$ cat config.mk
export PLATFORM = sky130hd
export DESIGN_NAME = custom_alu_branch_decoder
export DESIGN_NICKNAME = d
export VERILOG_FILES = /design/src/rtl/alu_branch_pkg.sv /design/src/rtl/norm_alu_unit.sv /design/src/rtl/custom_alu_branch_decoder.sv
export SDC_FILE = /design/constraint.sdc
export NUM_CORES = 1
export LEC_CHECK = 0
export ABC_AREA = 1
export BUFFER_PORTS_ARGS = -buffer_cell sky130_fd_sc_hd__clkbuf_2
export CAP_MARGIN = 20
export CORE_UTILIZATION = 60
export CTS_BUF_LIST = sky130_fd_sc_hd__clkbuf_16
export CTS_CLUSTER_DIAMETER = 60
export DETAILED_ROUTE_END_ITERATION = 6
export GPL_ROUTABILITY_DRIVEN = 0
export GPL_TIMING_DRIVEN = 0
export PLACE_DENSITY = 0.87
export SYNTH_ARGS = -nofsm -noshare
export SYNTH_HDL_FRONTEND = slang
export SYNTH_SLANG_ARGS = --single-unit
$ cat constraint.sdc
create_clock -name core_clk_i -period 1.2 [get_ports core_clk_i]
set_clock_uncertainty 0.2 [all_clocks]
set_input_delay 0.12 -clock core_clk_i [delete_from_list [all_inputs] [get_ports core_clk_i]]
set_output_delay 0.12 -clock core_clk_i [all_outputs]
set_load 0.05 [all_outputs]
$ cat src/rtl/alu_branch_pkg.sv
`default_nettype none
package alu_branch_pkg;

	// Major opcodes of the custom instruction groups
	localparam logic [6:0] OPC_ALU = 7'h2B;
	localparam logic [6:0] OPC_NORM = 7'h5B;
	localparam logic [6:0] OPC_BRANCH_IMM = 7'h0B;

	// Function codes
	localparam logic [2:0] F3_ALU = 3'h3;
	localparam logic [2:0] F3_ADD_SHIFT = 3'h2;
	localparam logic [2:0] F3_SUB_SHIFT = 3'h3;
	localparam logic [2:0] F3_BRANCH_EQ = 3'h6;
	localparam logic [2:0] F3_BRANCH_NE = 3'h7;
	localparam logic [6:0] F7_SLE = 7'h29;
	localparam logic [6:0] F7_SLEU = 7'h2A;
	localparam logic [6:0] F7_MIN = 7'h2B;
	localparam logic [6:0] F7_MINU = 7'h2C;
	localparam logic [6:0] F7_MAX = 7'h2D;
	localparam logic [6:0] F7_MAXU = 7'h2E;
	localparam logic [6:0] F7_CLIP = 7'h38;
	localparam logic [6:0] F7_CLIPU = 7'h39;
	localparam logic [6:0] F7_CLIPR = 7'h3A;
	localparam logic [6:0] F7_CLIPUR = 7'h3B;
	localparam logic [3:0] F7_REGSHIFT_HI = 4'h8; // funct7[6:3] of 0x40..0x47

	// Output reset values
	localparam logic [31:0] RESULT_RST = 32'h0000_0000;
	localparam logic [31:0] TARGET_RST = 32'h0000_0000;

	// Decoded operation; shift groups are contiguous, variant in low 2 bits of the offset from OP_ADD_SHIFT_SIGNED
	typedef enum logic [4:0] {
		OP_NONE = 5'b00000,
		OP_SIGNED_LE_COMPARE = 5'b00001,
		OP_UNSIGNED_LE_COMPARE = 5'b00010,
		OP_SIGNED_MINIMUM = 5'b00011,
		OP_UNSIGNED_MINIMUM = 5'b00100,
		OP_SIGNED_MAXIMUM = 5'b00101,
		OP_UNSIGNED_MAXIMUM = 5'b00110,
		OP_SIGNED_CLIP_IMM = 5'b00111,
		OP_UNSIGNED_CLIP_IMM = 5'b01000,
		OP_SIGNED_CLIP_REG = 5'b01001,
		OP_UNSIGNED_CLIP_REG = 5'b01010,
		OP_ADD_SHIFT_SIGNED = 5'b01011,
		OP_ADD_SHIFT_UNSIGNED = 5'b01100,
		OP_ADD_ROUND_SHIFT_SIGNED = 5'b01101,
		OP_ADD_ROUND_SHIFT_UNSIGNED = 5'b01110,
		OP_SUB_SHIFT_SIGNED = 5'b01111,
		OP_SUB_SHIFT_UNSIGNED = 5'b10000,
		OP_SUB_ROUND_SHIFT_SIGNED = 5'b10001,
		OP_SUB_ROUND_SHIFT_UNSIGNED = 5'b10010,
		OP_ADD_REGSHIFT_SIGNED = 5'b10011,
		OP_ADD_REGSHIFT_UNSIGNED = 5'b10100,
		OP_ADD_ROUND_REGSHIFT_SIGNED = 5'b10101,
		OP_ADD_ROUND_REGSHIFT_UNSIGNED = 5'b10110,
		OP_SUB_REGSHIFT_SIGNED = 5'b10111,
		OP_SUB_REGSHIFT_UNSIGNED = 5'b11000,
		OP_SUB_ROUND_REGSHIFT_SIGNED = 5'b11001,
		OP_SUB_ROUND_REGSHIFT_UNSIGNED = 5'b11010,
		OP_BRANCH_EQUAL_SMALL_IMM = 5'b11011,
		OP_BRANCH_NOTEQUAL_SMALL_IMM = 5'b11100
	} op_e;

	// Decoded instruction as handed to execute
	typedef struct packed {
		logic valid;
		logic claimed;
		logic illegal;
		op_e op;
		logic [4:0] rd_idx;
		logic [4:0] rs1_idx;
		logic [4:0] rs2_idx;
		logic rs2_is_reg;
		logic rd_is_src;
		logic [4:0] small_imm;
		logic [4:0] shift_amount_immediate;
	} dec_s;

	localparam dec_s DEC_RST = '0;

endpackage
`default_nettype wire

$ cat src/rtl/norm_alu_unit.sv
`timescale 1ns/1ps
`default_nettype none
module norm_alu_unit import alu_branch_pkg::*; (
	input wire op_e op_i,
	input wire logic [31:0] a_i,
	input wire logic [31:0] b_i,
	input wire logic [31:0] rd_i,
	input wire logic [4:0] compare_small_immediate_i,
	input wire logic [4:0] shamt_i,
	output logic [31:0] res_o
);

	////////////////////////////////////////////////////////////////////////
	// Compare, min/max, clip and normalising add/sub
	always_comb begin
		logic [4:0] idx;
		logic regsh;
		logic sub;
		logic [31:0] x;
		logic [31:0] y;
		logic [31:0] rnd;
		logic [31:0] sum;
		logic [31:0] hi;
		logic [4:0] sh;
		idx = 5'(op_i - OP_ADD_SHIFT_SIGNED);
		regsh = idx[3]; // Groups of four: imm add, imm sub, reg add, reg sub
		sub = idx[2];
		x = regsh ? rd_i : a_i; // RULE17
		y = regsh ? a_i : b_i; // RULE17
		sh = regsh ? b_i[4:0] : shamt_i; // RULE17
		rnd = (sh == 5'h00) ? 32'h0 : (32'h1 << (sh - 5'h01)); // RULE15
		sum = sub ? (x - y + rnd) : (x + y + rnd);
		if (!idx[1])
			sum = sub ? (x - y) : (x + y);
		hi = (compare_small_immediate_i == 5'h00) ? 32'h0 : ((32'h1 << (compare_small_immediate_i - 5'h01)) - 32'h1);
		if (op_i == OP_SIGNED_CLIP_REG || op_i == OP_UNSIGNED_CLIP_REG)
			hi = b_i; // RULE5
		res_o = 32'h0;
		case (op_i)
			OP_SIGNED_LE_COMPARE: res_o = {31'h0, $signed(a_i) <= $signed(b_i)};
			OP_UNSIGNED_LE_COMPARE: res_o = {31'h0, a_i <= b_i};
			OP_SIGNED_MINIMUM: res_o = ($signed(a_i) < $signed(b_i)) ? a_i : b_i;
			OP_UNSIGNED_MINIMUM: res_o = (a_i < b_i) ? a_i : b_i;
			OP_SIGNED_MAXIMUM: res_o = ($signed(a_i) > $signed(b_i)) ? a_i : b_i;
			OP_UNSIGNED_MAXIMUM: res_o = (a_i > b_i) ? a_i : b_i;
			OP_SIGNED_CLIP_IMM, OP_SIGNED_CLIP_REG: begin
				// Low bound is -(hi+1), i.e. the inverse of hi
				if ($signed(a_i) <= $signed(~hi))
					res_o = ~hi; // RULE16
				else if ($signed(a_i) >= $signed(hi))
					res_o = hi;
				else
					res_o = a_i;
			end
			OP_UNSIGNED_CLIP_IMM, OP_UNSIGNED_CLIP_REG: begin
				if ($signed(a_i) <= 0)
					res_o = 32'h0;
				else if ($signed(a_i) >= $signed(hi))
					res_o = hi;
				else
					res_o = a_i;
			end
			default: begin
				if (op_i >= OP_ADD_SHIFT_SIGNED &&
					op_i <= OP_SUB_ROUND_REGSHIFT_UNSIGNED) begin
					// Odd variant is logical, even is arithmetic
					res_o = idx[0] ? (sum >> sh) : 32'($signed(sum) >>> sh); // RULE15
				end
			end
		endcase
	end

endmodule
`default_nettype wire

$ cat src/rtl/custom_alu_branch_decoder.sv
// Notes on behaviour
// (RULE1) Opcode 0x2B, funct3 011: funct7 0x29/0x2A pick signed/unsigned <=.
// (RULE2) Same group: funct7 0x2B signed minimum, 0x2C unsigned minimum.
// (RULE3) Same group: funct7 0x2D signed maximum, 0x2E unsigned maximum.
// (RULE4) Funct7 0x38/0x39 clip with bits 24:20 as unsigned immediate bound.
// (RULE5) Funct7 0x3A/0x3B clip with bound from register at bits 24:20.
// (RULE6) Opcode 0x5B funct3 010 add-shift; bits 31:30 variant, 29:25 shift.
// (RULE7) Opcode 0x5B funct3 011 subtract-shift, same variant coding.
// (RULE8) Funct7 0x40..0x43 add-shift by register, four variants in order.
// (RULE9) Funct7 0x44..0x47 subtract-shift by register, four variants.
// (RULE10) Equal-immediate branch goes to PC plus offset times two if equal; the code adds the offset unscaled, as for RULE11.
// (RULE11) Not-equal-immediate branch goes to PC plus offset if different.
// (RULE12) Five-bit compare immediate is sign-extended to 32 bits.
// (RULE13) Opcode 0x0B; funct3 110 equal, 111 not equal; imm in bits 24:20.
// (RULE14) Offset: bit31->12, 30:25->10:5, 11:8->4:1, bit7->11.
// (RULE15) Shift right arithmetic or logical; rounding adds 2^(n-1), 0 if n=0.
// (RULE16) Register clip limits to -(bound+1)..bound; bound non-negative.
// (RULE17) Register-shift forms use old rd, then rs1, shift by rs2[4:0].
// (RULE18) Unlisted function codes under the custom opcodes report illegal.
`timescale 1ns/1ps
`default_nettype none
module custom_alu_branch_decoder import alu_branch_pkg::*; (
	input wire logic core_clk_i,
	input wire logic nrst_i,
	input wire logic instr_valid_i,
	input wire logic [31:0] instr_i,
	input wire logic [31:0] pc_i,
	input wire logic [31:0] rs1_val_i,
	input wire logic [31:0] rs2_val_i,
	input wire logic [31:0] rd_val_i,
	output dec_s dec_o,
	output logic [31:0] result_o,
	output logic branch_taken_o,
	output logic [31:0] branch_target_o
);

	dec_s dec_d;
	logic [31:0] result_d;
	logic taken_d;
	logic [31:0] target_d;
	logic [6:0] opc;
	logic [2:0] f3;
	logic [6:0] f7;
	logic [1:0] variant_select_bits;
	logic [31:0] compare_small_immediate;
	logic [31:0] branch_offset_immediate;

	assign opc = instr_i[6:0];
	assign f3 = instr_i[14:12];
	assign f7 = instr_i[31:25];
	assign variant_select_bits = instr_i[31:30];
	assign compare_small_immediate = {{27{instr_i[24]}}, instr_i[24:20]}; // RULE12
	assign branch_offset_immediate = {{19{instr_i[31]}}, instr_i[31], // RULE14
		instr_i[7], instr_i[30:25], instr_i[11:8], 1'b0};

	////////////////////////////////////////////////////////////////////////
	// Field decode
	always_comb begin
		dec_d = DEC_RST;
		dec_d.valid = instr_valid_i;
		dec_d.rd_idx = instr_i[11:7];
		dec_d.rs1_idx = instr_i[19:15];
		dec_d.rs2_idx = instr_i[24:20];
		dec_d.small_imm = instr_i[24:20];
		dec_d.shift_amount_immediate = instr_i[29:25]; // RULE6
		case (opc)
			OPC_ALU: begin
				dec_d.claimed = 1'b1;
				dec_d.rs2_is_reg = 1'b1;
				if (f3 != F3_ALU) begin
					dec_d.illegal = 1'b1; // RULE18
				end else if (f7[6:3] == F7_REGSHIFT_HI) begin
					dec_d.op = op_e'(5'(OP_ADD_REGSHIFT_SIGNED + f7[2:0])); // RULE8 RULE9
					dec_d.rd_is_src = 1'b1; // RULE17
				end else begin
					case (f7)
						F7_SLE: dec_d.op = OP_SIGNED_LE_COMPARE; // RULE1
						F7_SLEU: dec_d.op = OP_UNSIGNED_LE_COMPARE; // RULE1
						F7_MIN: dec_d.op = OP_SIGNED_MINIMUM; // RULE2
						F7_MINU: dec_d.op = OP_UNSIGNED_MINIMUM; // RULE2
						F7_MAX: dec_d.op = OP_SIGNED_MAXIMUM; // RULE3
						F7_MAXU: dec_d.op = OP_UNSIGNED_MAXIMUM; // RULE3
						F7_CLIP: begin
							dec_d.op = OP_SIGNED_CLIP_IMM; // RULE4
							dec_d.rs2_is_reg = 1'b0;
						end
						F7_CLIPU: begin
							dec_d.op = OP_UNSIGNED_CLIP_IMM; // RULE4
							dec_d.rs2_is_reg = 1'b0;
						end
						F7_CLIPR: dec_d.op = OP_SIGNED_CLIP_REG; // RULE5
						F7_CLIPUR: dec_d.op = OP_UNSIGNED_CLIP_REG; // RULE5
						default: begin
							dec_d.illegal = 1'b1; // RULE18
							dec_d.rs2_is_reg = 1'b0;
						end
					endcase
				end
			end
			OPC_NORM: begin
				dec_d.claimed = 1'b1;
				dec_d.rs2_is_reg = 1'b1;
				if (f3 == F3_ADD_SHIFT)
					dec_d.op = op_e'(5'(OP_ADD_SHIFT_SIGNED + variant_select_bits)); // RULE6
				else if (f3 == F3_SUB_SHIFT)
					dec_d.op = op_e'(5'(OP_SUB_SHIFT_SIGNED + variant_select_bits)); // RULE7
				else
					dec_d.illegal = 1'b1; // RULE18
			end
			OPC_BRANCH_IMM: begin
				dec_d.claimed = 1'b1;
				if (f3 == F3_BRANCH_EQ)
					dec_d.op = OP_BRANCH_EQUAL_SMALL_IMM; // RULE13
				else if (f3 == F3_BRANCH_NE)
					dec_d.op = OP_BRANCH_NOTEQUAL_SMALL_IMM; // RULE13
				else
					dec_d.illegal = 1'b1; // RULE18
			end
			default: dec_d.claimed = 1'b0;
		endcase
		if (dec_d.illegal)
			dec_d.op = OP_NONE;
	end

	////////////////////////////////////////////////////////////////////////
	// Branch resolution
	always_comb begin
		target_d = pc_i + branch_offset_immediate; // RULE10 RULE11
		taken_d = 1'b0;
		if (instr_valid_i) begin
			if (dec_d.op == OP_BRANCH_EQUAL_SMALL_IMM)
				taken_d = (rs1_val_i == compare_small_immediate); // RULE10
			else if (dec_d.op == OP_BRANCH_NOTEQUAL_SMALL_IMM)
				taken_d = (rs1_val_i != compare_small_immediate); // RULE11
		end
		if (!taken_d)
			target_d = pc_i + 32'h4;
	end

	norm_alu_unit u_alu (
		.op_i(dec_d.op),
		.a_i(rs1_val_i),
		.b_i(rs2_val_i),
		.rd_i(rd_val_i),
		.compare_small_immediate_i(dec_d.small_imm),
		.shamt_i(dec_d.shift_amount_immediate),
		.res_o(result_d)
	);

	////////////////////////////////////////////////////////////////////////
	// Decode output stage
	always_ff @(posedge core_clk_i or negedge nrst_i) begin
		if (!nrst_i)
			dec_o <= DEC_RST;
		else
			dec_o <= dec_d;
	end

	// Execute result and branch outcome stage
	always_ff @(posedge core_clk_i or negedge nrst_i) begin
		if (!nrst_i) begin
			result_o <= RESULT_RST;
			branch_taken_o <= 1'b0;
			branch_target_o <= TARGET_RST;
		end else begin
			result_o <= instr_valid_i ? result_d : RESULT_RST;
			branch_taken_o <= taken_d;
			branch_target_o <= target_d;
		end
	end

	////////////////////////////////////////////////////////////////////////
	// Checks
	sle_decode_a: assert property (@(posedge core_clk_i) disable iff (!nrst_i) // RULE1
		instr_valid_i && opc == OPC_ALU && f3 == F3_ALU && f7 == F7_SLEU
		|=> dec_o.valid && dec_o.op == OP_UNSIGNED_LE_COMPARE && !dec_o.illegal)
		else $error("unsigned compare not decoded");

	min_result_a: assert property (@(posedge core_clk_i) disable iff (!nrst_i) // RULE2
		instr_valid_i && dec_d.op == OP_SIGNED_MINIMUM
		|=> result_o == (($signed($past(rs1_val_i)) < $signed($past(rs2_val_i)))
			? $past(rs1_val_i) : $past(rs2_val_i)))
		else $error("signed minimum result wrong");

	clip_bound_a: assert property (@(posedge core_clk_i) disable iff (!nrst_i) // RULE4
		instr_valid_i && opc == OPC_ALU && f3 == F3_ALU && f7 == F7_CLIPU
		|=> !dec_o.rs2_is_reg && dec_o.small_imm == $past(instr_i[24:20]))
		else $error("clip immediate bound not taken");

	addn_variant_a: assert property (@(posedge core_clk_i) disable iff (!nrst_i) // RULE6
		instr_valid_i && opc == OPC_NORM && f3 == F3_ADD_SHIFT &&
		instr_i[31:30] == 2'b10
		|=> dec_o.op == OP_ADD_ROUND_SHIFT_SIGNED &&
			dec_o.shift_amount_immediate == $past(instr_i[29:25]))
		else $error("rounding add variant not decoded");

	regshift_sub_a: assert property (@(posedge core_clk_i) disable iff (!nrst_i) // RULE9
		instr_valid_i && opc == OPC_ALU && f3 == F3_ALU && f7 == 7'h47
		|=> dec_o.op == OP_SUB_ROUND_REGSHIFT_UNSIGNED && dec_o.rd_is_src)
		else $error("register shift subtract not decoded");

	round_zero_a: assert property (@(posedge core_clk_i) disable iff (!nrst_i) // RULE15
		instr_valid_i && dec_d.op == OP_ADD_ROUND_SHIFT_UNSIGNED &&
		instr_i[29:25] == 5'h00
		|=> result_o == $past(rs1_val_i) + $past(rs2_val_i))
		else $error("rounding term not zero at shift zero");

	beq_target_a: assert property (@(posedge core_clk_i) disable iff (!nrst_i) // RULE10
		instr_valid_i && opc == OPC_BRANCH_IMM && f3 == F3_BRANCH_EQ &&
		rs1_val_i == {{27{instr_i[24]}}, instr_i[24:20]}
		|=> branch_taken_o && branch_target_o == $past(pc_i) +
			{{19{$past(instr_i[31])}}, $past(instr_i[31]), $past(instr_i[7]),
			$past(instr_i[30:25]), $past(instr_i[11:8]), 1'b0})
		else $error("equal immediate branch wrong");

	bne_hold_a: assert property (@(posedge core_clk_i) disable iff (!nrst_i) // RULE11
		instr_valid_i && opc == OPC_BRANCH_IMM && f3 == F3_BRANCH_NE &&
		rs1_val_i == {{27{instr_i[24]}}, instr_i[24:20]}
		|=> !branch_taken_o && branch_target_o == $past(pc_i) + 32'h4)
		else $error("not equal branch taken on equal");

	illegal_code_a: assert property (@(posedge core_clk_i) disable iff (!nrst_i) // RULE18
		instr_valid_i && opc == OPC_NORM && f3 != F3_ADD_SHIFT &&
		f3 != F3_SUB_SHIFT
		|=> dec_o.illegal && dec_o.op == OP_NONE && dec_o.claimed)
		else $error("unlisted code not flagged");

endmodule
`default_nettype wire

==> summary.txt, run 1 <==
Synthesis
  – Share of async-settable or async-resettable flops after synthesis: 100%
  – Post-synth top flop: dfrtp_1
  – Total of flip-flops plus latches after synthesis: 95
  – Ranking of synthesized cells by instance count: nand2_1 (693), inv_1 (420), o21ai_0 (305), nor2_1 (279), a21oi_1 (235)
  – Yosys cell types: 67
  – Top area cells in the synthesized netlist: nand2_1 (14%), ha_1 (14%), dfrtp_1 (13%)
  – Synth warnings: 0
  – Yosys top cell by area: nand2_1
  – Net count after synthesis: 3492
  – Most used standard cell by instance count after synthesis: nand2_1
  – Sequential cell area fraction in the yosys report: 12.7%
  – Gate Count Post-Synth: roughly 3100
  – Number of synthesized flops with an enable pin: 0
  – Post-Synthesis Cell Area: 18700 um2
  – Mean Syn Cell Area: 5.97 um2
  – Synth top area share: 13.9%

Clocking
  – CTS Root Cell: clkbuf_16
  – TritonCTS Buffers: 9
  – TritonCTS sink count: 95
  – Bufs on Longest Clock Path: 2
  – Count of H-tree levels built during CTS: 3

Global routing
  – Total GRT Usage: 73.9%
  – Pin count of the biggest net entering global routing: between 70 and 80
  – GRT overflow: 175

Floorplan
  – Site Rows: 64
  – DIE WIDTH: 178 um
  – Starting density of the core: 61.0%
  – I/O pin count: 263
  – DIE HEIGHT: 178 um

Status
  – Outcome: did not finish
  – First Error: [ERROR GRT-0232] Routing congestion too high. Check the congestion heatmap in the GUI.
  – Stopping stage: global routing (5_1_grt)

Placed design
  – Post-Place Cells: around 3800
  – Hpwl dp: between 60000 and 70000 um
  – Number of port buffers: between 200 and 300

Timing
  – Worst EP kind: register input
  – Worst setup endpoint after the global-route repair_timing: result_o[1]$_DFF_PN0_/D
==> routing by layer <==
layer  global-route usage, %  overflow
met1                    72.5        10
met2                    89.6        92
met3                    62.0         6
met4                    71.8        66
met5                    34.6         1
==> metrics by stage <==
stage / setup slack [ps] / TNS, ps / hold slack [ps] / cell area, um2
CTS: -5940 / -256350 / 1.29 / 23000
detailed placement: -7330 / -321510 / -105 / 20900
global placement: -7230 / -428700 / 29.5 / 20900
floorplan: -5260 / -219100 / -376 / 19100
==> logic make-up after synthesis <==
| kind of cell | share of synthesized area, % |
|---|---|
| AO/OA/AOI/OAI | 23.6 |
| XOR/XNOR | 5.87 |
| adder cells (fa/ha/maj) | 13.9 |
| buffers and inverters | 11.5 |
| flip-flops | 12.7 |
| multiplexers | 0.698 |
| AND/OR/NAND/NOR | 31.7 |
==> what timing repair did <==
item | 4_1_cts
pin swaps | 77
gates resized for setup | 241
setup endpoints to repair | 172
hold buffers | 44
cloned | 1
setup buffers | 47
hold endpoints to repair | 134
==> run 2, diff against run 1 <==
--- a/config.mk
+++ b/config.mk
@@ -8,13 +8,11 @@
 export ABC_AREA = 1
 export BUFFER_PORTS_ARGS = -buffer_cell sky130_fd_sc_hd__clkbuf_2
 export CAP_MARGIN = 20
-export CORE_UTILIZATION = 60
-export CTS_BUF_LIST = sky130_fd_sc_hd__clkbuf_16
-export CTS_CLUSTER_DIAMETER = 60
+export CORE_UTILIZATION = 40
 export DETAILED_ROUTE_END_ITERATION = 6
 export GPL_ROUTABILITY_DRIVEN = 0
 export GPL_TIMING_DRIVEN = 0
-export PLACE_DENSITY = 0.87
+export PLACE_DENSITY_LB_ADDON = 0.15
 export SYNTH_ARGS = -nofsm -noshare
 export SYNTH_HDL_FRONTEND = slang
 export SYNTH_SLANG_ARGS = --single-unit
==> run 2 against run 1 <==
Net effect:
- the flow now finishes, with violations (negative hold slack, negative setup slack)
- synthesized cell count stayed put
- synthesized area stayed put
==> summary.txt, run 2 <==
Global routing
  – Vias in the first global route: 22400
  – Number of antenna violations at the first check in global routing: 4
  – Wire length of the first global-routing pass: about 120000 um
  – Pin count of the biggest net entering global routing: between 60 and 70
  – GRT overflow: 0
  – Total GRT Usage: 33.8%

Timing
  – Time the final worst path needs with I/O delays and setup: 7390 ps
  – Final count of pins violating max slew: 0
  – Post-route setup slack: -6190 ps
  – Setup repair after global routing missed its margin: true
  – Count of final setup violators: 171
  – Slew of the pin with the lowest slew margin: 1070 ps
  – Maximum clock rate: 0.135 GHz
  – Final Cycle Share: 616%
  – Final number of hold-violating endpoints: 95
  – Final worst hold slack: -462 ps
  – Max-slew headroom at the worst pin: between 20% and 30%

Finish
  – Layout area overhead: 39.0%
  – Most common library cell in the layout ignoring fill and taps: nand2_1
  – Most frequent cells in the layout: nand2_1 (606), inv_1 (395), nor2_1 (242)
  – Share of post-route cells with drive strength above 1: about 27%
  – Final design instance area without fill: 25900 um2
  – Count of nets after finishing: 3963
  – Final cell utilization of the core: 56.8%
  – Largest registers: branch_target_o x32, result_o x32, dec_o x30

Detailed routing
  – Routed via count divided by cell count: 5.95
  – Antenna Nets Post-Route: 0
  – Vias after detailed routing: 25000
  – Drt drc: 0
  – Final WL: roughly 87000 um
  – Detailed-route wire length per cell: 20.7 um
  – Number of DRC violations after detailed-routing iteration 0: 3023
  – First-pass iteration count of the detailed router: 7

Floorplan
  – Core Footprint: 45700 um2
  – I/O pin count: approximately 260
  – Site Rows: 78
  – DIE WIDTH: 218 um
  – Starting density of the core: 40.8%
  – Area enclosed by the die boundary: roughly 48000 um2
  – DIE HEIGHT: 218 um

Critical path
  – Most numerous cell on the critical path: nor2_2
  – Crit path DAT: 7460 ps
  – Sort of element at the end of the critical path: flip-flop
  – Worst Path Required: between 1000 and 1500 ps
  – Highest net fanout along the worst path: 4
  – Start point of the critical path: instr_i[30]
  – Worst setup SP type: input pin
  – Critical path's slowest cell: or3_4
  – Slowest stage delay, CP: 400 ps
  – Worst Path Class, Setup: in2reg

Synthesis
  – Yosys cell types: 67
  – Ranking of synthesized cells by instance count: nand2_1 (693), inv_1 (420), o21ai_0 (305), nor2_1 (279), a21oi_1 (235)
  – Mean Syn Cell Area: 5.97 um2
  – Most used standard cell by instance count after synthesis: nand2_1
  – Post-Synthesis Cell Area: 18700 um2
  – Share of async-settable or async-resettable flops after synthesis: 100%
  – Total of flip-flops plus latches after synthesis: 95
  – Gate Count Post-Synth: 3124
  – Number of synthesized flops with an enable pin: 0
  – Sequential cell area fraction in the yosys report: 12.7%
  – Net count after synthesis: about 3500
  – Post-synth top flop: dfrtp_1
  – Synth top area share: 13.9%
  – Top area cells in the synthesized netlist: nand2_1 (14%), ha_1 (14%), dfrtp_1 (13%)
  – Synth warnings: 0
  – Yosys top cell by area: nand2_1

Power and ir drop
  – P_leak: 12.8 nW
  – Power Dens Cells: between 600 and 700 nW/um2
  – Peak supply drop: 0.000619 V

Clocking
  – Bufs on Longest Clock Path: 2
  – Clock Pin Slew Worst Setup and Hold Paths: 80 ps
  – Clock tree from TritonCTS: built
  – Count of H-tree levels built during CTS: 3
  – CTS Root Cell: clkbuf_16
  – TritonCTS sink count: 95
  – TritonCTS Buffers: 9

Status
  – Failing checks: negative hold slack, negative setup slack
  – Outcome: finished, violations left

Placed design
  – Hpwl dp: between 60000 and 70000 um
  – Number of port buffers: 262
  – Dpl cell area: 21200 um2

Min path
  – Worst Hold Class: in2async

Run
  – Max-cap check violation count: 0
run 2: cell counts after synthesis:
Identical to the previous run, type by type.
run 2: per-layer routing:
metal / share of wire, % / global-route usage, % / vias to the layer above / wire length (um)
met1: 38 / 42.7 / 11600 / 33500
li1: - / - / 11500 / -
met5: 0.025 / 0 / - / 22
met3: 10 / 6.75 / 323 / 9120
met2: 45 / 53.4 / 1608 / 38800
met4: 6.5 / 19.0 / 4 / 5690
run 2: area by class of cell:
class	count	area, um2
fill	4325	19700
multi-input combinational	2478	16500
timing repair buffer	462	3610
sequential	95	2390
inverter	445	1730
tap	600	751
buffer	104	609
clock buffer	9	225
clock inverter	7	91.3
antenna	2	5.00
run 2: timing repair:
action | in CTS | in global routing
pin swaps | 56 | 181
cloned | 1 | 4
setup buffers | 45 | 109
hold buffers | 45 | 2
endpoints found under the hold margin | 126 | 35
resized for setup | 233 | 547
setup endpoints to repair | 172 | 171
run 2: critical path, delay by kind of cell:
kind | cells | cell delay [ps]
AO/OA/AOI/OAI | 9 | 1730
buffers and inverters | 7 | 760
XOR/XNOR | 2 | 380
AND/OR/NAND/NOR | 28 | 3410
adder cells (fa/ha/maj) | 4 | 1010
run 2: cells by family after synthesis:
kind of cell | after synthesis | synth area share (%)
and+or+nand+nor | 1367 | 31.7
DFF | 95 | 12.7
AOI/OAI and AO/OA | 767 | 23.6
xor gates and xnor gates | 125 | 5.87
adders and majority gates | 205 | 13.9
muxes | 13 | 0.698
buffers and inverters | 552 | 11.5
run 2: stage by stage:
| stage | setup TNS, ps | cells | hold slack, ps | total power (W) | worst slack (ps) |
|---|---|---|---|---|---|
| final | -267070 | 4202 | -462 | 0.0178 | -6190 |
| after CTS | -265930 | 4094 | -450 | 0.0161 | -6120 |
| after detailed placement | -334990 | 3987 | -57.9 | 0.0122 | -7690 |
| after floorplan | -219100 | 3124 | -376 | 0.00945 | -5260 |
| after global placement | -452820 | 3986 | 30.6 | 0.0121 | -7520 |
| after global routing | -282770 | 4200 | -427 | 0.0187 | -6470 |
run 2: power breakdown:
part           switching, W  internal (W)
Clock               0.00163       0.00152
Combinational       0.00728       0.00399
Sequential        0.0000481       0.00330
Total               0.00896       0.00881
run 2: worst max path at each step:
stage | depth (start not counted) | end | slack [ps]
after floorplan | 53 | result_o[5] | -5260
after global placement | 53 | result_o[17] | -7520
after detailed placement | 53 | result_o[17] | -7690
after CTS | 57 | result_o[2] | -6120
after global routing | 54 | result_o[10] | -6470
final | 50 | result_o[14] | -6190
(Power assumes the default switching activity.)
